===== src/logic/diff_counter_pkg.sv =====
//------------------------------------------------------------
// constants and carriers
//------------------------------------------------------------
package diff_counter_pkg;
  localparam int COUNT_W = 8;
  localparam int DIV_W = 17;
  localparam logic [7:0] OFFSET_FULL = 8'hFF;
  localparam logic [7:0] COUNT_CLEAR = 8'h00;
  localparam logic [16:0] DIV_ONE = 17'h00001;
  localparam logic [3:0] DECADE_LAST = 4'h9;
  localparam logic [3:0] DECADE_ZERO = 4'h0;
  // least spacing of two difference pulses, in ns
  localparam int REARM_NS = 200;
  localparam int CLK_NS = 4;
  localparam int REARM_CYC = (REARM_NS + CLK_NS - 1) / CLK_NS;
  localparam logic [7:0] REARM_CNT = 8'(REARM_CYC);
  localparam logic [7:0] REARM_ZERO = 8'h00;

  typedef struct packed {
    logic gate_open;
    logic window_end;
    logic div_out;
  } gate_status_t;
endpackage


===== src/logic/diff_edge_former.sv =====
`timescale 1ns/1ps
module diff_edge_former (
  // clock and reset
  input wire logic i_sys_clk,
  input wire logic i_rst,
  // synchronised square waves
  input wire logic i_ref_sq,
  input wire logic i_sig_sq,
  // output
  output logic o_diff_pulse,
  output logic o_ref_rise
);
  logic ref_d_reg, ref_d_next;
  logic sig_d_reg, sig_d_next;
  logic held_reg, held_next;
  logic pulse_reg, pulse_next;
  logic [7:0] rearm_reg, rearm_next;
  logic ref_rise, sig_rise;

  always_comb begin
    ref_d_next = i_ref_sq;
    sig_d_next = i_sig_sq;
    ref_rise = i_ref_sq && !ref_d_reg;
    sig_rise = i_sig_sq && !sig_d_reg;
    held_next = held_reg;
    pulse_next = 1'b0;
    rearm_next = rearm_reg;
    if (rearm_reg != diff_counter_pkg::REARM_ZERO) begin
      rearm_next = rearm_reg - 8'h01;
    end
    // one edge of each train cancels; an unmatched run yields a pulse
    if (ref_rise && !sig_rise) begin
      if (held_reg && rearm_reg == diff_counter_pkg::REARM_ZERO) begin
        pulse_next = 1'b1;
        held_next = 1'b0;
        rearm_next = diff_counter_pkg::REARM_CNT;
      end else begin
        held_next = 1'b1;
      end
    end else if (sig_rise && !ref_rise) begin
      held_next = 1'b0;
    end
  end

  always_ff @(posedge i_sys_clk or posedge i_rst) begin
    if (i_rst) begin
      ref_d_reg <= 1'b0;
      sig_d_reg <= 1'b0;
      held_reg <= 1'b0;
      pulse_reg <= 1'b0;
      rearm_reg <= diff_counter_pkg::REARM_ZERO;
    end else begin
      ref_d_reg <= ref_d_next;
      sig_d_reg <= sig_d_next;
      held_reg <= held_next;
      pulse_reg <= pulse_next;
      rearm_reg <= rearm_next;
    end
  end

  assign o_diff_pulse = pulse_reg;
  assign o_ref_rise = ref_rise;
endmodule


===== src/logic/gated_difference_pulse_counter.sv =====
`timescale 1ns/1ps
module gated_difference_pulse_counter #(
  parameter int DIV_W = diff_counter_pkg::DIV_W,
  parameter int COUNT_W = diff_counter_pkg::COUNT_W
) (
  // clock and reset
  input wire logic i_sys_clk,
  input wire logic i_rst,
  // comparator outputs from the transducers
  input wire logic i_ref_comp,
  input wire logic i_sig_comp,
  // installer switches
  input wire logic [DIV_W-1:0] i_div_ratio,
  input wire logic [COUNT_W-1:0] i_offset_preset,
  // converter side
  output logic [COUNT_W-1:0] o_dac_word,
  output diff_counter_pkg::gate_status_t o_status
);
  //------------------------------------------------------------
  // input synchronisers and schmitt filtering
  //------------------------------------------------------------
  logic ref_s1_reg, ref_s2_reg, sig_s1_reg, sig_s2_reg;
  logic ref_hist_reg, sig_hist_reg, ref_sq_reg, sig_sq_reg;
  logic ref_sq_next, sig_sq_next;

  // hysteresis: two agreeing samples are needed to flip the square wave
  always_comb begin
    ref_sq_next = ref_sq_reg;
    sig_sq_next = sig_sq_reg;
    if (ref_s2_reg == ref_hist_reg) begin
      ref_sq_next = ref_s2_reg;
    end
    if (sig_s2_reg == sig_hist_reg) begin
      sig_sq_next = sig_s2_reg;
    end
  end

  always_ff @(posedge i_sys_clk or posedge i_rst) begin
    if (i_rst) begin
      ref_s1_reg <= 1'b0;
      ref_s2_reg <= 1'b0;
      sig_s1_reg <= 1'b0;
      sig_s2_reg <= 1'b0;
      ref_hist_reg <= 1'b0;
      sig_hist_reg <= 1'b0;
      ref_sq_reg <= 1'b0;
      sig_sq_reg <= 1'b0;
    end else begin
      ref_s1_reg <= i_ref_comp;
      ref_s2_reg <= ref_s1_reg;
      sig_s1_reg <= i_sig_comp;
      sig_s2_reg <= sig_s1_reg;
      ref_hist_reg <= ref_s2_reg;
      sig_hist_reg <= sig_s2_reg;
      ref_sq_reg <= ref_sq_next;
      sig_sq_reg <= sig_sq_next;
    end
  end

  logic diff_pulse, ref_rise;

  diff_edge_former u_former (
    .i_sys_clk(i_sys_clk),
    .i_rst(i_rst),
    .i_ref_sq(ref_sq_reg),
    .i_sig_sq(sig_sq_reg),
    .o_diff_pulse(diff_pulse),
    .o_ref_rise(ref_rise)
  );

  //------------------------------------------------------------
  // divide by M and divide by ten
  //------------------------------------------------------------
  // the decade stage toggles every 10*M reference edges (ten divide-by-M ticks), so the
  // gate control is a true square wave whatever M is
  logic [DIV_W-1:0] div_cnt_reg, div_cnt_next;
  logic div_out_reg, div_out_next;
  logic [3:0] decade_reg, decade_next;
  logic decade_out_reg, decade_out_next;
  logic div_tick;

  always_comb begin
    div_cnt_next = div_cnt_reg;
    div_out_next = div_out_reg;
    decade_next = decade_reg;
    decade_out_next = decade_out_reg;
    div_tick = 1'b0;
    if (ref_rise) begin
      if (div_cnt_reg + DIV_W'(diff_counter_pkg::DIV_ONE) >= i_div_ratio) begin
        div_cnt_next = '0;
        div_tick = 1'b1;
      end else begin
        div_cnt_next = div_cnt_reg + DIV_W'(diff_counter_pkg::DIV_ONE);
      end
    end
    if (div_tick) begin
      if (decade_reg == diff_counter_pkg::DECADE_LAST) begin
        decade_next = diff_counter_pkg::DECADE_ZERO;
        decade_out_next = !decade_out_reg;
      end else begin
        decade_next = decade_reg + 4'h1;
      end
    end
    div_out_next = decade_out_next;
  end

  always_ff @(posedge i_sys_clk or posedge i_rst) begin
    if (i_rst) begin
      div_cnt_reg <= '0;
      div_out_reg <= 1'b0;
      decade_reg <= diff_counter_pkg::DECADE_ZERO;
      decade_out_reg <= 1'b0;
    end else begin
      div_cnt_reg <= div_cnt_next;
      div_out_reg <= div_out_next;
      decade_reg <= decade_next;
      decade_out_reg <= decade_out_next;
    end
  end

  // falling edge of gate control ends the window; rising starts the next
  logic window_end, window_start;
  assign window_end = div_out_reg && !div_out_next;
  assign window_start = !div_out_reg && div_out_next;

  //------------------------------------------------------------
  // zero offset counter, gate, pulse counter and latches
  //------------------------------------------------------------
  typedef enum logic [1:0] {ST_IDLE, ST_HOLD, ST_OPEN} gate_state_t;
  gate_state_t state_reg, state_next;
  logic [COUNT_W-1:0] offset_reg, offset_next;
  logic [COUNT_W-1:0] count_reg, count_next;
  logic [COUNT_W-1:0] latch_reg, latch_next;
  logic offset_done, gate_open;
  logic end_reg, end_next;

  assign offset_done = offset_reg == COUNT_W'(diff_counter_pkg::OFFSET_FULL);
  // gate needs control high and offset finished; it opens in the same cycle the
  // offset count completes, so the pulse that starts a window is not lost
  assign gate_open = div_out_reg && offset_done && state_reg != ST_IDLE;

  always_comb begin
    state_next = state_reg;
    offset_next = offset_reg;
    count_next = count_reg;
    latch_next = latch_reg;
    end_next = window_end;
    unique case (state_reg)
      ST_IDLE: begin
        if (window_start) begin
          offset_next = i_offset_preset;
          count_next = COUNT_W'(diff_counter_pkg::COUNT_CLEAR);
          state_next = ST_HOLD;
        end
      end
      ST_HOLD: begin
        if (window_end) begin
          state_next = ST_IDLE;
        end else if (offset_done) begin
          state_next = ST_OPEN;
          if (diff_pulse && gate_open) begin
            count_next = count_reg + COUNT_W'(1);
          end
        end else if (diff_pulse) begin
          offset_next = offset_reg + COUNT_W'(1);
        end
      end
      ST_OPEN: begin
        if (window_end) begin
          state_next = ST_IDLE;
        end else if (diff_pulse && gate_open) begin
          count_next = count_reg + COUNT_W'(1);
        end
      end
    endcase
    // capture at every window end; held while the gate is shut
    if (window_end) begin
      latch_next = count_reg;
    end
  end

  always_ff @(posedge i_sys_clk or posedge i_rst) begin
    if (i_rst) begin
      state_reg <= ST_IDLE;
      offset_reg <= COUNT_W'(diff_counter_pkg::COUNT_CLEAR);
      count_reg <= COUNT_W'(diff_counter_pkg::COUNT_CLEAR);
      latch_reg <= COUNT_W'(diff_counter_pkg::COUNT_CLEAR);
      end_reg <= 1'b0;
    end else begin
      state_reg <= state_next;
      offset_reg <= offset_next;
      count_reg <= count_next;
      latch_reg <= latch_next;
      end_reg <= end_next;
    end
  end

  //------------------------------------------------------------
  // outputs
  //------------------------------------------------------------
  logic gate_reg;

  always_ff @(posedge i_sys_clk or posedge i_rst) begin
    if (i_rst) begin
      gate_reg <= 1'b0;
    end else begin
      gate_reg <= gate_open;
    end
  end

  // a window ends every 20*M reference edges, well under 2.5 s for legal M
  assign o_dac_word = latch_reg;
  assign o_status.gate_open = gate_reg;
  assign o_status.window_end = end_reg;
  assign o_status.div_out = div_out_reg;
endmodule


===== config.mk =====
export PLATFORM = sky130hd
export DESIGN_NAME = gated_difference_pulse_counter
export DESIGN_NICKNAME = d
export VERILOG_FILES = /design/src/logic/diff_counter_pkg.sv /design/src/logic/diff_edge_former.sv /design/src/logic/gated_difference_pulse_counter.sv
export SDC_FILE = /design/constraint.sdc
export NUM_CORES = 1
export LEC_CHECK = 0
export BUFFER_PORTS_ARGS = -buffer_cell sky130_fd_sc_hd__buf_2
export CAP_MARGIN = 20
export CORE_MARGIN = 10
export CORE_UTILIZATION = 35
export CTS_CLUSTER_SIZE = 16
export DETAILED_ROUTE_END_ITERATION = 16
export PLACE_DENSITY_LB_ADDON = 0.15
export SYNTH_ARGS = -nofsm -noshare
export SYNTH_HDL_FRONTEND = slang
export SYNTH_SLANG_ARGS = --single-unit

===== constraint.sdc =====
create_clock -name i_sys_clk -period 6.3 [get_ports i_sys_clk]
set_input_delay 1.575 -clock i_sys_clk [delete_from_list [all_inputs] [get_ports i_sys_clk]]
set_output_delay 1.575 -clock i_sys_clk [all_outputs]
set_load 0.03 [all_outputs]

After elaboration in Yosys (flattened, before gate mapping)
Index checks and enable logic that the tools add are counted.
- add/subtract/negate cells: 5
- multiply operators: 0
- divide/modulo/power cells: 0
- magnitude comparators: 1
- equality and inequality tests: 14
- shift operators: 0
- mux-type cells: 30
- bitwise gates (word level): 0
- reductions and logical operators: 25
- operators by type and width (operator ; count):
    8-bit two-way mux ; 12
    8-bit case mux with 3 select lines ; 1
    17-bit by 1-bit adder with 17-bit output (second input constant) ; 1
    17-bit greater-or-equal comparator ; 1
    17-bit two-way mux ; 1
    8-bit by 1-bit adder with 8-bit output (second input constant) ; 2
    8-bit case mux with 2 select lines ; 1
    2-bit inequality test (second input constant) ; 6
    1-bit logical AND ; 10
    1-bit two-way mux ; 9
    8-bit == test (second input constant) ; 1
    8-bit logical NOT ; 1
    2-bit two-way mux ; 4
    8-bit nonzero test ; 1
    8-bit by 1-bit subtractor with 8-bit output (second input constant) ; 1
    1-bit logical NOT ; 6
    2-bit case mux with 3 select lines ; 1
    2-bit nonzero test ; 3
    5-bit AND reduction ; 1
    4-bit by 1-bit adder with 4-bit output (second input constant) ; 1
    4-bit == test (second input constant) ; 1
    4-bit two-way mux ; 1
    4-bit AND reduction ; 1
    3-bit inequality test (second input constant) ; 1
    6 further kinds ; 7
- bits in registers: 70
- latch bits: 0
- RAM bits: 0
- bits in read-only memories: 0
- input port bits: 29
- logic and storage cells: 97
- memories: 0

Logic depth before layout (Yosys ltp)
Gate-level depths: netlist of run 1.
- depth after elaboration: 9
- depth in mapped cells: 19
- depth with buffers taken out: 18

Hierarchy
A second synthesis of run 1 with hierarchy kept.
- cell total of the unflattened synthesis: 430
- area total of the unflattened synthesis: 4105.2 sq um
- modules (own cells, without submodules) (module ; instances ; cells each ; area an instance (sq um) ; sequential area each (sq um)):
    gated_difference_pulse_counter ; 1 ; 369 ; 3494.6 ; 1451.4
    diff_edge_former ; 1 ; 61 ; 610.6 ; 300.3

Least setup slack after synthesis of run 1
OpenSTA, ideal clock, no wires.
- path kind: register to register
- start point: reg div_cnt_reg[0]
- end point: reg offset_reg[7]
- setup time: 96 ps
- arrival time: 3592 ps
- data required time: 6204 ps
- setup slack: 2612 ps
- stages on the path, launching flop included: 18
- path buffers: 0
- path through: dfrtp_1 > ha_1 > nand3_1 > nor2_1 > and3_2 > nand3_1 > nor2_1 > and4_1 > xor2_1 > ha_1 > nand4_1 > nor2_2 > a221o_2 > a31oi_4 > a21oi_2 > o32ai_4 > a21oi_2 > a311oi_2
- cells in the longest elaborated chain, start to end: 9
- ends and longest elaborated chain (item ; RTL line ; source):
    from (decl) ; gated_difference_pulse_counter.sv:76 ; logic [DIV_W-1:0] div_cnt_reg, div_cnt_next;
    from (signal assigned) ; gated_difference_pulse_counter.sv:114 ; div_cnt_reg <= div_cnt_next;
    17-bit by 1-bit adder with 17-bit output * ; gated_difference_pulse_counter.sv:89 ; if (div_cnt_reg + DIV_W'(diff_counter_pkg::DIV_ONE) >= i_div_ratio) begin
    17-bit greater-or-equal comparator * ; gated_difference_pulse_counter.sv:89 ;
    1-bit two-way mux * ; gated_difference_pulse_counter.sv:89 ;
    1-bit two-way mux * ; gated_difference_pulse_counter.sv:88 ; if (ref_rise) begin
    1-bit two-way mux * ; gated_difference_pulse_counter.sv:96 ; if (div_tick) begin
    1-bit logical NOT ; gated_difference_pulse_counter.sv:123 ; assign window_end = div_out_reg && !div_out_next;
    1-bit logical AND ; gated_difference_pulse_counter.sv:123 ;
    2-bit inequality test (no source line) ; - ;
    5-bit AND reduction (no source line) * ; - ;
    to (signal assigned) ; gated_difference_pulse_counter.sv:185 ; offset_reg <= COUNT_W'(diff_counter_pkg::COUNT_CLEAR);
    to (signal assigned) ; gated_difference_pulse_counter.sv:191 ; offset_reg <= offset_next;
    to (decl) ; gated_difference_pulse_counter.sv:131 ; logic [COUNT_W-1:0] offset_reg, offset_next;
Every way passes the cells marked *; elsewhere a longest branch is shown, timed or not.
A chain may end at the register's enable or synchronous reset.

Final worst setup path of run 1
- start point: reg div_cnt_reg[0]
- end point: reg count_reg[5]
- cells in the longest elaborated chain, start to end: 9
- ends and longest elaborated chain (item ; RTL line ; source):
    17-bit by 1-bit adder with 17-bit output * ; gated_difference_pulse_counter.sv:89 ;
    17-bit greater-or-equal comparator * ; gated_difference_pulse_counter.sv:89 ;
    1-bit two-way mux * ; gated_difference_pulse_counter.sv:89 ;
    1-bit two-way mux * ; gated_difference_pulse_counter.sv:88 ;
    1-bit two-way mux * ; gated_difference_pulse_counter.sv:96 ;
    1-bit logical NOT ; gated_difference_pulse_counter.sv:123 ;
    1-bit logical AND ; gated_difference_pulse_counter.sv:123 ;
    2-bit inequality test (no source line) ; - ;
    4-bit AND reduction (no source line) * ; - ;
    to (signal assigned) ; gated_difference_pulse_counter.sv:186 ; count_reg <= COUNT_W'(diff_counter_pkg::COUNT_CLEAR);
    to (signal assigned) ; gated_difference_pulse_counter.sv:192 ; count_reg <= count_next;
    to (decl) ; gated_difference_pulse_counter.sv:132 ; logic [COUNT_W-1:0] count_reg, count_next;
Marked as above.

==> results list, run 1 <==
- In the final layout, the share of cells above drive strength 1 is 14.6%.
- Once layout is complete, the utilization of the core stands at 40.5%.
- Entering global routing, the biggest net connects 71 pins.
- The clock drives 70 sinks.
- Final count of negative-setup-slack endpoints: 0
- Skew-Pair Late Insertion Delay: 0.33 ns
- After layout, the worst path uses 73.3% of the clock period.
* Total number of placement rows: 39
- Leaving out fill and tap cells, the most frequent cell in the layout is sky130_fd_sc_hd__dfrtp_1.
- STA puts the critical path data arrival time at 4.83 ns.
- Max-slew violations: 0
* Root Buffer: sky130_fd_sc_hd__clkbuf_16
- Once placement finished, the instance area stood at 4310 um^2.
- First-pass GRT wire length: 15600 um
- Remaining design rule violation count: 0
- Number of flops mapped to enable cells by yosys: 0
- Cell breakdown of the critical path: ha_1, nand3_1, nor2_1, and3_2, nand3_1, nor2_1, and4_1, xor2_1, ha_1, nand4_1, nor2_2, a221o_2, a31oi_4, a211o_4, a2bb2oi_1, or2_4, o21ai_1
* Total of hold buffers inserted after clock tree synthesis: 0
* I/O pins: 40
- Via count of the first global-routing pass: 3188
- Largest register FFs: 17
* Die width: 127 um
* Async set-reset flop share out of synthesis: 100%
- The number of antenna violations at the first check in global routing is 0.
* Setup repair after global routing missed its margin: no
* Drt first-iter violations: 225
* Mapped Area: 4010 um^2
- At the pin with the least slew margin, the transition time is 0.900 ns.
- Xor-xnor portion of the synthesized cell area: 4.59%
* Share of synthesized area occupied by flip-flops and latches: 43.7%
* Fmax: 217 MHz
* Total half-perimeter wirelength after legalization and detailed placement: 6470 um
* Setup TNS after final layout: 0 ns
- Cells after Synth: 435
* Die Y: 127 um
* Number of H-tree levels: 3
* Total Wirelength: 8890 um
* Top library cells by usage in the layout, fill and taps aside: 70 x sky130_fd_sc_hd__dfrtp_1, 66 x sky130_fd_sc_hd__nand2_1, 39 x sky130_fd_sc_hd__buf_2
- Mux contribution to synthesized area: 0.999%
- Max-Slew Margin vs Limit: 40.0%
- GPL Wtd Cong: 0.814
- Leak: 2.27 nW
- The Yosys step of the flow raised 0 warnings.
- In this run the standard cell core region covers 11300 um^2.
- Crit. End Element: flop
* Clock buffers created by TritonCTS: 9
- Clock-pin slew reported for the worst setup and hold paths after clock tree synthesis: 0.05 ns
* Delay-heaviest family, CP: compound AO/OA/AOI/OAI gates
* Simple-gate area share of the yosys netlist: 20.8%
* Shortest clock period the worst path allows after layout: 4.62 ns
- At the worst endpoint, the required time is 6.51 ns.
- Overall Power: 1.28 mW
- For this design the ratio of total power to cell area is 280 nW/um^2.
- # Max-Cap Violations: 0
- Worst clock skew: 0.00659 ns
- Run status: completed
- Mean instance size in the synthesized netlist: 9.21 um^2
- Number of gates resized after cts: 0
- Number of port buffers: 39
* Seq cells post-synth: 70
- Dividing the detail-routed wire length by the instance count gives 14.4 um.
- Total of fill cells in the finished design: 1127
- The initial utilization of the core area, before any placement, comes to 35.4%.
* Kind of critical path: flop to flop
- The repair_antennas step left the layout with diodes totalling 0.
- Peak VDD IR: 136 uV
* Critical path peak fanout: 11
- Synthesis produced a netlist with a net count of 490.
- The final-report hold violation count came to 0.
* Drt via density: 5.07
- Buffers added to address setup during post-CTS repair amount to 0.
- Of the total synthesized cell area, the portion taken by full adders, half adders and majority gates is 8.62%.
- Area fraction in compound gates after synthesis: 16.5%
- Total routing usage reported by global routing: 11.6%
- Distinct cell type count after synthesis: 52
* Number of nets still failing antenna checks after routing: 0
- First-pass detailed-route iteration total: 5
* Worst Setup Start Kind: flop
- Top_reg_cell synth: sky130_fd_sc_hd__dfrtp_1
- Die Outline Area: 16100 um^2
- Class of the tightest hold or removal check: flop to flop
- The largest individual stage delay along the critical path comes from the cell sky130_fd_sc_hd__a2bb2oi_1.
* Dominant combinational cell family by area after synthesis: simple AND/OR/NAND/NOR gates
- Critical path buffer and inverter count: 0
- At the end of the flow, the number of nets in the layout was 526.
* TritonCTS clock tree: done
* Slowest Stage Delay on Critical Path: 0.68 ns
- Buffers from clock root to sink, at most: 2
* Number of vias in the routed layout: 3121
* Finished layout cell area: 4590 um^2
* P&R area growth vs syn: 14.5%
* Overall overflow remaining after global route: 0
==> worst reg2reg max path: cells and delay by family, from the launching register on <==
| kind | cells | cell delay, ns |
|---|---|---|
| simple gates | 9 | 1.65 |
| fa+ha+maj | 2 | 0.52 |
| compound gates | 5 | 1.70 |
| xor+xnor | 1 | 0.19 |
| flops | 1 | 0.42 |
==> Yosys cell counts, types with 6 or more instances <==
cell type / number / area share [%]
sky130_fd_sc_hd__dfrtp_1: 70 / 44
sky130_fd_sc_hd__clkbuf_1: 7 / 0.66
sky130_fd_sc_hd__xor2_1: 8 / 1.7
sky130_fd_sc_hd__or3_1: 8 / 1.2
sky130_fd_sc_hd__nand3_1: 20 / 2.5
sky130_fd_sc_hd__and3_1: 9 / 1.4
sky130_fd_sc_hd__xnor2_1: 13 / 2.8
sky130_fd_sc_hd__nand2_1: 66 / 6.2
sky130_fd_sc_hd__ha_1: 26 / 8.1
sky130_fd_sc_hd__o21ai_0: 28 / 3.5
sky130_fd_sc_hd__o31ai_1: 7 / 1.3
sky130_fd_sc_hd__nor2_1: 30 / 2.8
sky130_fd_sc_hd__nand2b_1: 13 / 2.0
sky130_fd_sc_hd__o21ai_1: 8 / 1.0
sky130_fd_sc_hd__inv_1: 30 / 2.8
sky130_fd_sc_hd__a21oi_1: 12 / 1.5
sky130_fd_sc_hd__nor3_1: 6 / 0.75
==> metal layers <==
layer,part of all wire (%),vias up,wire [um],track usage [%]
met1,47,1489,4140,14.7
met2,49,39,4320,18.6
met3,3.0,10,270,2.44
li1,-,1583,-,-
met5,0,-,0,0
met4,1.8,0,159,5.49
==> layout make-up <==
| type | instances | area, um^2 | area share [%] |
|---|---|---|---|
| Tap cell | 143 | 179 | 3.90 |
| Multi-Input combinational cell | 320 | 2060 | 45.0 |
| Clock buffer | 11 | 243 | 5.29 |
| Sequential cell | 70 | 1750 | 38.2 |
| Timing Repair Buffer | 40 | 203 | 4.42 |
| Inverter | 30 | 113 | 2.45 |
| Clock inverter | 2 | 35.0 | 0.764 |
==> cell families after synthesis <==
family,Yosys count
and+or+nand+nor,174
buffers and inverters,45
adders and majority gates,28
AOI/OAI and AO/OA,93
muxes,4
xor gates and xnor gates,21
DFF,70
==> through the flow <==
stage / hold slack, ns / setup slack [ns] / std cells
final: 0.346 / 1.68 / 616
after global routing: 0.353 / 1.26 / 616
after CTS: 0.348 / 1.70 / 616
after detailed placement: 0.336 / 1.70 / 603
after global placement: 0.334 / 1.84 / 603
after floorplan: 0.331 / 2.61 / 435
==> final timing paths <==
path                                          to  slack, ns            from  cells after the start
min reg2reg                           ref_s2_reg       0.35      ref_s1_reg                      0
max                                 count_reg[5]       1.68  div_cnt_reg[0]                     17
min in group asynchronous  u_former.rearm_reg[6]       1.50           i_rst                      3
max reg2reg                         count_reg[5]       1.68  div_cnt_reg[0]                     17
max in group asynchronous         div_cnt_reg[4]       4.20           i_rst                      3
min                                   ref_s2_reg       0.35      ref_s1_reg                      0
==> where the power goes <==
| part | leakage (nW) | switching, mW | total (mW) | internal (mW) |
|---|---|---|---|---|
| logic | 1.23 | 0.127 | 0.235 | 0.108 |
| registers | 0.911 | 0.0524 | 0.559 | 0.506 |
| clock network | 0.137 | 0.181 | 0.491 | 0.310 |
| total | 2.27 | 0.360 | 1.28 | 0.924 |
Power figures use the tool's default switching activity.
==> inputs of run 2 (changes only) <==
- clock period: 6.3 -> 4.8 ns (I/O delays scaled with it)
==> run 2 against run 1 <==
Cell area rose by 1.6%. Sequential share of layout area fell by 0.59 points. Die area unchanged. Global-route usage shrank 0.42 points. Critical path depth is the same. Clock skew up 0.0035 ns. Maximum frequency up 5.3%. Combinational power is 31% higher. Critical path type unchanged. Largest cell class unchanged. Largest power group unchanged. Highest routed layer unchanged.
==> results list, run 2 (same netlist as run 1, synthesis figures left out) <==
* Die width: 127 um (unchanged)
- The largest fanout on the critical path was 12 (+1).
* Shortest clock period the worst path allows after layout: 4.39 ns (-0.230 ns)
* First-pass GRT wire length: 15000 um (-3.7%)
* Core area: 11300 um^2 (unchanged)
* Die Y: 127 um (unchanged)
* Total half-perimeter wirelength after legalization and detailed placement: 6300 um (-2.6%)
* Actual slew at the worst max-slew pin: 0.630 ns (-0.270 ns)
- Clock buffers created by TritonCTS: 9 (unchanged)
- The count of inserted antenna diode cells came to 0 (unchanged).
- The number of antenna violations at the first check in global routing is 0 (unchanged).
* Total clock sinks: 70 (unchanged)
- The via density per instance came to 5.03 (-0.65%).
- Final hold slack: 0.347 ns (+0.00105 ns)
- Share of post-route cells with drive strength above 1: 15.4% (+0.86 points)
* First element of the critical path: div_cnt_reg[0]
- The total global routing overflow is 0 (unchanged).
- Number of H-tree levels: 3 (unchanged)
- Worst clock skew: 0.0101 ns (+0.00353 ns)
- Total of hold buffers inserted after clock tree synthesis: 0 (unchanged)
* Starting density of the core: 35.4% (unchanged)
* Count of final hold-check violations: 0 (unchanged)
- The final total negative setup slack is 0 ns (unchanged).
* Maximum number of pins on one net before global-route repair: 47 (-34%)
- Max-Slew Margin vs Limit: 58.0% (+18 points)
- Clock tree synthesis selected as its root buffer the cell sky130_fd_sc_hd__clkbuf_16.
* Setup repair after global routing missed its margin: no
- Power density normalized to cell area: 376 nW/um^2 (+34%)
- The clock-pin slew of the registers on the worst-case setup and hold paths was 0.06 ns (about the same).
- Total Wirelength: 8770 um (-1.4%)
- The number of remaining DRC errors was 0 (unchanged).
- The maximum vdd ir drop is 283 uV (+110%).
- GPL Wtd Cong: 0.817 (+0.32%)
- The min-delay analysis places its worst path in the category flop to flop.
* Number of port buffers: 39 (unchanged)
* I/O pins: 40 (unchanged)
- The overall power consumption is 1.75 mW (+36%).
* Final count of negative-setup-slack endpoints: 0 (unchanged)
- The highest attainable clock frequency was 228 MHz (+5.3%).
- Worst Setup Start Kind: flop
* Top library cells by usage in the layout, fill and taps aside: 70 x sky130_fd_sc_hd__dfrtp_1, 66 x sky130_fd_sc_hd__nand2_1, 39 x sky130_fd_sc_hd__buf_2
- The required arrival time at the worst endpoint was 5.00 ns (-1.51 ns).
- Arrival time of the worst setup path: 4.58 ns (-0.25 ns)
- FF-to-FF Start: div_cnt_reg[0]
- Buffers from clock root to sink, at most: 2 (unchanged)
- The endpoint identified for the worst register-to-register timing path is offset_reg[2].
* Number of vias in the routed layout: 3131 (+0.32%)
- The post-route core utilization was 41.2% (+0.64 points).
- The number of flip-flops in the largest register is 17 (unchanged).
- The number of global-route vias before repair is 3137 (-1.6%).
- The critical path is of the flop to flop type.
- Following the worst setup path forward leads to its endpoint at offset_reg[2].
- Crit. End Element: flop
* R2r setup slk: 0.41 ns (-1.27 ns)
* Number of nets in the layout: 529 (+0.57%)
- # Max-Cap Violations: 0 (unchanged)
* Run status: completed
- The max-slew violation total from the final report was 0 (unchanged).
- Number of gates resized after cts: 0 (unchanged)
- The clock latency of the later-clocked register in the worst-skew pair is 0.34 ns (about the same).
* Worst slack, placed: 0.431 ns (-1.27 ns)
- The final worst-path cycle share is 91.4% (+18 points).
- The length in cells of the worst reg-to-reg path came to 17 (unchanged).
* Number of nets still failing antenna checks after routing: 0 (unchanged)
- TritonCTS clock tree: done
- Setup slack after layout: 0.415 ns (-1.27 ns)
- The all-layer global routing usage was 11.2% (-0.42 points).
- Compared with the post-synthesis result, the final layout area differs by 16.3%.
* Drt first-iter violations: 177 (-21%)
* Leak: 2.31 nW (+1.6%)
- The detailed-route wire length per cell was 14.1 um (-2.3%).
- The library cell used most frequently in the layout, excluding fill and tap cells, is sky130_fd_sc_hd__dfrtp_1.
- The cell row count is 39 (unchanged).
* First-pass detailed-route iteration total: 4 (-1)
- The total die area is 16100 um^2 (unchanged).
* Post-CTS setup buffers: 0 (unchanged)
[run 2: cell types whose count changed in the layout (fill, tap and decap cells not counted)]
cell and delta:
sky130_fd_sc_hd__buf_4 +2, sky130_fd_sc_hd__buf_12 +1, sky130_fd_sc_hd__bufinv_16 +1, sky130_fd_sc_hd__clkbuf_1 +1, sky130_fd_sc_hd__clkbuf_8 -1, sky130_fd_sc_hd__clkinv_4 +1
sky130_fd_sc_hd__inv_6 +1
[run 2: worst min path at each step]
stage | startpoint | end | slack [ns] | cells after the start
finish | ref_s1_reg | ref_s2_reg | 0.35 | 0
CTS | ref_s1_reg | ref_s2_reg | 0.35 | 0
detailed placement | ref_s1_reg | ref_s2_reg | 0.34 | 0
global placement | sig_s1_reg | sig_s2_reg | 0.33 | 0
global route | ref_s1_reg | ref_s2_reg | 0.36 | 0
floorplan | ref_s1_reg | ref_s2_reg | 0.33 | 0
[run 2: worst max-delay path, cell delays in order, from the launching register on]
cell and delay, ns:
sky130_fd_sc_hd__dfrtp_1 0.43, sky130_fd_sc_hd__ha_1 0.25, sky130_fd_sc_hd__nand3_1 0.15, sky130_fd_sc_hd__nor2_1 0.22, sky130_fd_sc_hd__and3_2 0.27, sky130_fd_sc_hd__nand3_1 0.16
sky130_fd_sc_hd__nor2_1 0.16, sky130_fd_sc_hd__and4_1 0.22, sky130_fd_sc_hd__xor2_1 0.19, sky130_fd_sc_hd__ha_1 0.28, sky130_fd_sc_hd__nand4_1 0.11, sky130_fd_sc_hd__nor2_2 0.07
sky130_fd_sc_hd__a221o_2 0.37, sky130_fd_sc_hd__a31oi_4 0.31, sky130_fd_sc_hd__a21oi_2 0.18, sky130_fd_sc_hd__nand2_1 0.37, sky130_fd_sc_hd__o211a_1 0.36, sky130_fd_sc_hd__a311oi_1 0.13
[run 2: per-layer routing]
layer  vias up  share of wire, %  wire length (um)  global-route usage (%)
met1      1491                50              4350                    14.5
li1       1588                 -                 -                       -
met3        10               4.2               366                    3.72
met4         0               1.2               106                    3.68
met2        42                45              3950                    17.2
met5         -                 0                 0                       0
[run 2: final cells by class]
cell class / instances / area (um^2)
inverter: 30 / 113
timing repair buffer: 43 / 238
fill: 1143 / 6660
sequential: 70 / 1750
multi-input combinational: 320 / 2060
tap: 143 / 179
clock buffer: 11 / 233
clock inverter: 5 / 82.6
[run 2: power by group]
part | leakage, nW | switching, mW | internal [mW]
Combinational | 1.24 | 0.163 | 0.143
Clock | 0.154 | 0.253 | 0.457
Sequential | 0.911 | 0.0702 | 0.664
[run 2: per-stage QoR]
stage | instances | instance area [um^2]
floorplan | 435 | 4010
detailed placement | 605 | 4330
finish | 622 | 4660
global placement | 605 | 4330
CTS | 621 | 4640
global route | 622 | 4660
